**src/hw/frl_pkg.sv**
```systemverilog
// Shared constants and types for the regulator fault-response block
package frl_pkg;

    // ****************************************************************
    // Timing
    // ****************************************************************
    localparam int unsigned CLK_PERIOD_NS = 100;
    localparam int unsigned TD1_NS        = 1_100_000;
    localparam int unsigned TD1_CYCLES    =
        (TD1_NS + CLK_PERIOD_NS - 1) / CLK_PERIOD_NS;
    localparam int unsigned RETRY_FACTOR  = 8;
    localparam int unsigned RETRY_CYCLES  = RETRY_FACTOR * TD1_CYCLES;
    localparam int unsigned HOLD_NS       = 50_000;
    localparam int unsigned HOLD_CYCLES   =
        (HOLD_NS + CLK_PERIOD_NS - 1) / CLK_PERIOD_NS;
    localparam int unsigned HOLD_W        = 10;

    // ****************************************************************
    // Structure and reset values
    // ****************************************************************
    localparam int unsigned PHASES        = 3;
    localparam int unsigned SYNC_STAGES   = 2;
    localparam logic        PG_PIN_LEVEL  = 1'b0;
    localparam logic        GATE_RST      = 1'b0;
    localparam logic        PG_LOW_RST    = 1'b1;

    // Analog comparator outputs and the transition indication
    typedef struct packed {
        logic uv_below;
        logic uv_recover;
        logic ov_trip;
        logic avg_oc_nom;
        logic avg_oc_boost;
        logic mon_oc;
        logic vid_transition;
    } frl_cmp_type;

    typedef enum logic [5:0] {
        ST_OFF     = 6'h01,
        ST_DELAY   = 6'h02,
        ST_RAMP    = 6'h04,
        ST_RUN     = 6'h08,
        ST_OC_WAIT = 6'h10,
        ST_LATCH   = 6'h20
    } frl_state_type;

endpackage

```
**src/hw/frl_sync.sv**
```systemverilog
// Two-stage synchroniser for comparator levels
`timescale 1ns/1ps
module frl_sync
    import frl_pkg::*;
#(
    parameter int unsigned WIDTH = 1
)
(
    input  wire logic             clk,
    input  wire logic             reset_n,
    input  wire logic [WIDTH-1:0] async_in,
    output logic      [WIDTH-1:0] sync_out
);
    logic [WIDTH-1:0] meta_ff;
    logic [WIDTH-1:0] sync_ff;

    generate
        if (WIDTH < 1)
        begin : g_bad_width
            $error("frl_sync: WIDTH must be at least 1");
        end
    endgenerate

    // First stage feeds only the second
    always_ff @(posedge clk or negedge reset_n)
    begin
        if (!reset_n)
        begin
            meta_ff <= '0;
            sync_ff <= '0;
        end
        else
        begin
            meta_ff <= async_in;
            sync_ff <= meta_ff;
        end
    end

    assign sync_out = sync_ff;
endmodule

```
**src/hw/frl_phase_limit.sv**
```systemverilog
// Gate command override for one phase
`timescale 1ns/1ps
module frl_phase_limit
    import frl_pkg::*;
(
    input  wire logic clk,
    input  wire logic reset_n,
    input  wire logic run,
    input  wire logic clamp_low,
    input  wire logic pwm_hs,
    input  wire logic pwm_ls,
    input  wire logic limit_hit,
    output logic      hs_cmd,
    output logic      ls_cmd
);
    logic hs_ff;
    logic ls_ff;

    always_ff @(posedge clk or negedge reset_n)
    begin
        if (!reset_n)
        begin
            hs_ff <= GATE_RST;
            ls_ff <= GATE_RST;
        end
        else
        begin
            // High side stays blocked while the limit holds
            hs_ff <= run & pwm_hs & ~limit_hit;
            ls_ff <= clamp_low | (run & (pwm_ls | limit_hit));
        end
    end

    assign hs_cmd = hs_ff;
    assign ls_cmd = ls_ff;
endmodule

```
**src/hw/frl_fault_ctrl.sv**
```systemverilog
// Regulator fault response: power good, latch-off, hiccup and limits
`timescale 1ns/1ps
module frl_fault_ctrl
    import frl_pkg::*;
#(
    parameter int unsigned NUM_PHASES   = PHASES,
    parameter int unsigned TD1_LEN      = TD1_CYCLES,
    parameter int unsigned RETRY_LEN    = RETRY_CYCLES
)
(
    input  wire logic                  clk,
    input  wire logic                  reset_n,
    input  wire logic                  enable,
    input  wire frl_pkg::frl_cmp_type  cmp_in,
    input  wire logic [NUM_PHASES-1:0] chan_oc_nom,
    input  wire logic [NUM_PHASES-1:0] chan_oc_boost,
    input  wire logic                  softstart_ramp_done,
    input  wire logic [NUM_PHASES-1:0] pwm_hs,
    input  wire logic [NUM_PHASES-1:0] pwm_ls,
    output logic      [NUM_PHASES-1:0] high_side_gate_cmd,
    output logic      [NUM_PHASES-1:0] low_side_gate_cmd,
    output logic                       power_good_out_o,
    output logic                       power_good_out_oe,
    output logic                       regulate_en,
    output logic                       latched_off,
    output logic                       threshold_boost
);
    import frl_pkg::*;

    localparam int unsigned CMP_W = $bits(frl_cmp_type);
    localparam int unsigned SYN_W = CMP_W + 2 * NUM_PHASES;
    localparam int unsigned CNT_W = $clog2(RETRY_LEN + 1);
    localparam logic [CNT_W-1:0] TD1_LOAD   = CNT_W'(TD1_LEN - 1);
    localparam logic [CNT_W-1:0] RETRY_LOAD = CNT_W'(RETRY_LEN - 1);
    localparam logic [HOLD_W-1:0] HOLD_LOAD = HOLD_W'(HOLD_CYCLES);

    generate
        if (NUM_PHASES < 1 || TD1_LEN < 1 || RETRY_LEN < TD1_LEN ||
            HOLD_CYCLES >= (1 << HOLD_W))
        begin : g_bad_cfg
            $error("frl_fault_ctrl: unsupported parameter values");
        end
    endgenerate

    // ****************************************************************
    // Input synchronisation
    // ****************************************************************
    frl_cmp_type            cmp;
    logic [NUM_PHASES-1:0]  oc_nom_s;
    logic [NUM_PHASES-1:0]  oc_boost_s;
    logic [SYN_W-1:0]       syn_bus;

    // Comparators are analog, so every level is brought in here
    frl_sync #(
        .WIDTH (SYN_W)
    ) u_sync (
        .clk      (clk),
        .reset_n  (reset_n),
        .async_in ({cmp_in, chan_oc_nom, chan_oc_boost}),
        .sync_out (syn_bus)
    );

    assign cmp        = frl_cmp_type'(syn_bus[SYN_W-1 -: CMP_W]);
    assign oc_nom_s   = syn_bus[2*NUM_PHASES-1 -: NUM_PHASES];
    assign oc_boost_s = syn_bus[NUM_PHASES-1:0];

    // ****************************************************************
    // Transition hold-off and threshold selection
    // ****************************************************************
    logic [HOLD_W-1:0]      hold_cnt_ff;
    logic                   boost_ff;
    logic                   boost_sel;
    logic                   avg_hit;
    logic                   oc_hit;
    logic [NUM_PHASES-1:0]  chan_hit;

    // Reload every cycle of the transition so the 50us runs from its end
    always_ff @(posedge clk or negedge reset_n)
    begin
        if (!reset_n)
            hold_cnt_ff <= '0;
        else if (cmp.vid_transition)
            hold_cnt_ff <= HOLD_LOAD;
        else if (hold_cnt_ff != '0)
            hold_cnt_ff <= hold_cnt_ff - 1'b1;
    end

    always_ff @(posedge clk or negedge reset_n)
    begin
        if (!reset_n)
            boost_ff <= 1'b0;
        else
            boost_ff <= cmp.vid_transition | (hold_cnt_ff > 1);
    end

    // Raised comparators avoid false trips while the reference slews;
    // the live transition bit covers the cycle before boost_ff rises
    assign boost_sel = cmp.vid_transition | boost_ff;
    assign avg_hit   = boost_sel ? cmp.avg_oc_boost : cmp.avg_oc_nom;
    assign oc_hit    = avg_hit | cmp.mon_oc;
    assign chan_hit  = boost_sel ? oc_boost_s : oc_nom_s;

    // ****************************************************************
    // Sequence state machine
    // ****************************************************************
    frl_state_type          st_ff;
    frl_state_type          nxt_st;
    logic [CNT_W-1:0]       cnt_ff;
    logic                   active;

    assign active = (st_ff == ST_RAMP) || (st_ff == ST_RUN);

    always_comb
    begin
        nxt_st = st_ff;
        case (st_ff)
            ST_OFF:
                nxt_st = ST_DELAY;
            ST_DELAY:
                if (cnt_ff == '0)
                    nxt_st = ST_RAMP;
            ST_RAMP, ST_RUN:
                if (cmp.ov_trip)
                    nxt_st = ST_LATCH;
                else if (oc_hit)
                    nxt_st = ST_OC_WAIT;
                else if (st_ff == ST_RAMP && softstart_ramp_done)
                    nxt_st = ST_RUN;
            ST_OC_WAIT:
                if (cnt_ff == '0)
                    nxt_st = ST_DELAY;
            ST_LATCH:
                nxt_st = ST_LATCH;
            default:
                nxt_st = ST_OFF;
        endcase
        // Disable ends any retry loop or latch
        if (!enable)
            nxt_st = ST_OFF;
    end

    always_ff @(posedge clk or negedge reset_n)
    begin
        if (!reset_n)
            st_ff <= ST_OFF;
        else
            st_ff <= nxt_st;
    end

    // One counter serves both the startup delay and the retry wait
    always_ff @(posedge clk or negedge reset_n)
    begin
        if (!reset_n)
            cnt_ff <= '0;
        else if (nxt_st == ST_DELAY && st_ff != ST_DELAY)
            cnt_ff <= TD1_LOAD;
        else if (nxt_st == ST_OC_WAIT && st_ff != ST_OC_WAIT)
            cnt_ff <= RETRY_LOAD;
        else if (cnt_ff != '0)
            cnt_ff <= cnt_ff - 1'b1;
    end

    // ****************************************************************
    // Power good
    // ****************************************************************
    logic uv_flag_ff;
    logic nxt_uv;
    logic pg_low_ff;

    // A new undervoltage wins over a recovery in the same cycle
    always_comb
    begin
        nxt_uv = uv_flag_ff;
        if (cmp.uv_recover)
            nxt_uv = 1'b0;
        if (cmp.uv_below)
            nxt_uv = 1'b1;
    end

    always_ff @(posedge clk or negedge reset_n)
    begin
        if (!reset_n)
            uv_flag_ff <= 1'b0;
        else
            uv_flag_ff <= nxt_uv;
    end

    // Undervoltage touches only this pin; per-phase limits never do
    always_ff @(posedge clk or negedge reset_n)
    begin
        if (!reset_n)
            pg_low_ff <= PG_LOW_RST;
        else
            pg_low_ff <= (st_ff != ST_RUN) | nxt_uv;
    end

    assign power_good_out_o  = PG_PIN_LEVEL;
    assign power_good_out_oe = pg_low_ff;

    // ****************************************************************
    // Status outputs
    // ****************************************************************
    logic reg_en_ff;
    logic latch_ff;

    always_ff @(posedge clk or negedge reset_n)
    begin
        if (!reset_n)
        begin
            reg_en_ff <= 1'b0;
            latch_ff  <= 1'b0;
        end
        else
        begin
            reg_en_ff <= active;
            latch_ff  <= (st_ff == ST_LATCH);
        end
    end

    assign regulate_en     = reg_en_ff;
    assign latched_off     = latch_ff;
    assign threshold_boost = boost_ff;

    // ****************************************************************
    // Per-phase gate overrides
    // ****************************************************************
    logic clamp_low;

    // While latched, an overvoltage still pulls low sides on
    assign clamp_low = (st_ff == ST_LATCH) & cmp.ov_trip;

    genvar gi;
    generate
        for (gi = 0; gi < NUM_PHASES; gi++)
        begin : g_phase
            frl_phase_limit u_limit (
                .clk       (clk),
                .reset_n   (reset_n),
                .run       (active),
                .clamp_low (clamp_low),
                .pwm_hs    (pwm_hs[gi]),
                .pwm_ls    (pwm_ls[gi]),
                .limit_hit (chan_hit[gi]),
                .hs_cmd    (high_side_gate_cmd[gi]),
                .ls_cmd    (low_side_gate_cmd[gi])
            );
        end
    endgenerate
endmodule

```
**config.mk**
```make
export PLATFORM = sky130hd
export DESIGN_NAME = frl_fault_ctrl
export DESIGN_NICKNAME = d
export VERILOG_FILES = /design/src/hw/frl_pkg.sv /design/src/hw/frl_sync.sv /design/src/hw/frl_phase_limit.sv /design/src/hw/frl_fault_ctrl.sv
export SDC_FILE = /design/constraint.sdc
export NUM_CORES = 1
export LEC_CHECK = 0
export BUFFER_PORTS_ARGS = -buffer_cell sky130_fd_sc_hd__buf_2
export CAP_MARGIN = 10
export CORE_MARGIN = 3
export CORE_UTILIZATION = 30
export CTS_CLUSTER_DIAMETER = 60
export DETAILED_ROUTE_END_ITERATION = 16
export GPL_ROUTABILITY_DRIVEN = 0
export PLACE_DENSITY = 0.56
export RECOVER_POWER = 50
export SYNTH_ARGS = -nofsm -noshare
export SYNTH_HDL_FRONTEND = slang
export SYNTH_SLANG_ARGS = --single-unit
```
**constraint.sdc**
```tcl
create_clock -name clk -period 2.3 [get_ports clk]
set_input_delay 0.23 -clock clk [delete_from_list [all_inputs] [get_ports clk]]
set_output_delay 0.23 -clock clk [all_outputs]
set_load 0.01 [all_outputs]
```
==> metrics.md <==
| Metric | Value |
|---|---|
| Worst path slowest cell | dfrtp_1 |
| Netlist cell types | 55 |
| Io pins | 34 |
| # rows | 36 |
| Share of cells above drive strength 1 | 17.68% |
| YS warnings | 0 |
| Total negative slack | 0 ns |
| Final ANT Viol Nets | 0 |
| Max Fclk | 510.1 MHz |
| Crit path capture type | register |
| Leakage | 1.578 nW |
| Fill count | 1008 |
| Worst Tran Pin Value | 1.337 ns |
| Routed wire length | between 6000 and 7000 um |
| Initial antenna violation count | 0 |
| Initial Util | 31.28% |
| Num CTS Buffers | 9 |
| Synthesized flop and latch total | 70 |
| Wire per inst | 13.58 um |
| Remaining DRCs | 0 |
| Worst VDD drop | 0.2417 mV |
| Netlist Area Pre-Place | 0.003099 mm2 |
| # nets final | 350 |
| Min Clock Period, post-route | 1.960 ns |
| Fin crit share | 85.23% |
| Worst min-delay path category | input port to register |
| Worst EP arrival | 2.19 ns |
| Input/output buffers | 32 |
| 1st-pass router iterations | 4 |
| GRT Resource Usage Total | 11.75% |
| Multiplexer share of the synthesized area | 0.9689% |
| Post CTS Setup Buffer Count | 0 |
| Vias in the first global route | 2119 |
| Post-Synth XOR/XNOR Area | around 4.2% |
| CP Launch Type | register |
| Min Hold Slack | roughly 0.12 ns |
| Primary FF master, synth | dfrtp_1 |
| Fin cells | 461 |
| Area growth syn-to-layout | 20.43% |
| Die H | 107.6 um |
| Unrepaired setup endpoints after global routing | no |
| CP Cell Sequence | nor4_2 -> nand2_1 -> a211oi_4 -> o21ai_2 -> and2_1 |
| CTS tree | yes |
| EDFF count, synth | 0 |
| Clk_skew | 0.01041 ns |
| # setup viols final | 0 |
| Std-Cell Core Area | 0.009910 mm2 |
| Slew Viols, Final | 0 |
| Sink Count | 70 |
| Post-Synth Simple-Gate Area | 19.70% |
| Rel. slew slack | 10.85% |
| Total global routing overflow | 0 |
| Clock Latency Late Sink | 0.34 ns |
| Pwr dens | between 700 and 800 mW/mm2 |
| Final Hold Viols | 0 |
| Avg Cell Area, Syn | 11.52 um2 |
| Sequential share of the synthesized area | 56.60% |
| Ys async rst share | 100.0% |
| Largest net degree at the start of global routing | 28 |
| Total chip power | 2.915 mW |
| Max cap viols | 0 |
| Compound-Gate Fraction of Synth Area | 13.08% |
| Net Count, Synth | 296 |
| Clock root buffer | clkbuf_8 |
| Post-Syn Instances | around 270 |
| Chip width | about 110 um |
| Clock transition at path regs | 0.07 ns |
| Critical path type | register to register |
| Diode count | 0 |
| H-tree Lvls | 3 |
| Global-route wire length before repair | 10500 um |
| DR vias/cell | 4.599 |
| Vias | 2120 |
| Placed cells | roughly 430 |
| CP Max Fanout | 8 |
| Critical path required time | 2.53 ns |
| Largest buffer count on any clock path | 2 |
| Critical Path Max Stage Delay | 0.44 ns |
| Initial DRC count | 104 |
| Synthesized-area fraction occupied by adder cells | 1.615% |
| Largest family of logic cells by synthesized area | simple AND/OR/NAND/NOR gates |
| Die footprint | 0.01159 mm2 |
| Outcome | complete, no violations |
| Detail Placement HPWL | 4447 um |
==> cell usage in the layout (no fill, tap or decap), types with 2 or more instances in the layout <==
master / netlist / final
o21ai_1: 2 / 2
buf_4: 7 / 5
nor3_1: 3 / 3
nor2b_1: 5 / 5
o21a_1: 6 / 6
dlygate4sd3_1: 0 / 14
and2_1: 3 / 3
a21oi_1: 10 / 10
xnor2_1: 3 / 3
o41ai_1: 2 / 2
o31ai_1: 4 / 4
nand2b_1: 6 / 6
xor2_1: 12 / 12
nor4_4: 2 / 2
inv_1: 15 / 15
ha_1: 4 / 4
buf_2: 1 / 19
dfstp_2: 2 / 2
mux2i_1: 3 / 3
clkbuf_1: 0 / 14
dfrtp_1: 68 / 68
o211ai_1: 3 / 3
nor4_1: 2 / 2
nand4b_1: 4 / 4
o21ai_0: 7 / 7
a21o_1: 4 / 4
nand3b_1: 3 / 3
nand3_1: 9 / 9
nor2_1: 19 / 19
nand2_1: 27 / 27
nor4_2: 3 / 3
clkbuf_8: 0 / 11
and3_1: 5 / 5
==> cell families after synthesis <==
logic type,count (synthesis)
mux,3
flops,70
xor+xnor,15
compound gates,51
simple gates,102
buf+inv,23
other cells,1
fa+ha+maj,4
==> layout make-up <==
type | count | area, um2 | area share, %
inverters | 15 | 56.30 | 1.509
flip-flops and latches | 70 | 1754 | 47.00
repair buffers | 51 | 322.8 | 8.649
clock inverters | 3 | 42.54 | 1.140
clock buffers | 13 | 158.9 | 4.257
well taps | 133 | 166.4 | 4.459
multi-input cells | 176 | 1231 | 32.99
==> routing by layer <==
layer	vias up	track usage, %	routed length (um)
met2	33	18.61	2985
li1	1045	-	-
met3	7	3.539	231
met1	1035	15.05	2958
met4	0	4.599	87
met5	-	0	0
==> worst max-delay path: cells and delay by family (launching register included) <==
kind | cells | cell delay [ns]
AO/OA/AOI/OAI | 2 | 0.57
AND/OR/NAND/NOR | 3 | 0.83
flip-flops | 1 | 0.44
==> path summary, 6_finish.rpt <==
path,start,to,slack (ns),depth (start not counted)
max in group asynchronous,reset_n,power_good_out_oe,0.53,3
min reg2reg,u_sync.meta_ff[0],u_sync.sync_out[0],0.35,0
max reg2reg,st_ff[5],cnt_ff[15],0.34,5
max,st_ff[5],cnt_ff[15],0.34,5
min in group asynchronous,reset_n,hold_cnt_ff[9],0.71,2
min,pwm_hs[2],g_phase[2].u_limit.hs_cmd,0.12,2
==> per-stage QoR <==
step                utilization, %  area, um2  setup WS (ns)
global placement             34.37       3406         0.3309
floorplan                        -       3099         0.6242
detailed placement           34.37       3406         0.3377
finish                       37.66       3732         0.3396
global route                 37.66       3732         0.1574
CTS                          37.82       3747         0.3224
==> timing repair <==
item,4_1_cts,5_1_grt
resized for setup,0,0
hold endpoints to repair,38,0
hold buffers,14,0
==> sequential cells by signal, indices dropped and copies added (netlist names) <==
name,flops
cnt_ff,17
u_sync.meta_ff,13
u_sync.sync_out,13
hold_cnt_ff,10
st_ff,6
g_phase.u_limit.hs_cmd,3
g_phase.u_limit.ls_cmd,3
latched_off,1
power_good_out_oe,1
regulate_en,1
threshold_boost,1
uv_flag_ff,1
==> Yosys cell counts, types with 5 or more instances <==
cell	count	area, um2
o21ai_0	7	35.03
buf_4	7	52.55
inv_1	15	56.30
o21a_1	6	45.04
nand2_1	27	101.4
dfrtp_1	68	1702
nor2_1	19	71.32
nand2b_1	6	37.54
nor2b_1	5	31.28
and3_1	5	31.28
a21oi_1	10	50.05
xor2_1	12	105.1
nand3_1	9	45.04
==> power by group <==
| part | switching (mW) | total, mW | leakage [nW] | internal, mW |
|---|---|---|---|---|
| Sequential | 0.118 | 1.45 | 0.821 | 1.33 |
| Clock | 0.443 | 1.00 | 0.0996 | 0.559 |
| Combinational | 0.267 | 0.466 | 0.657 | 0.199 |
Note: power is estimated with default switching activity, not from simulation.
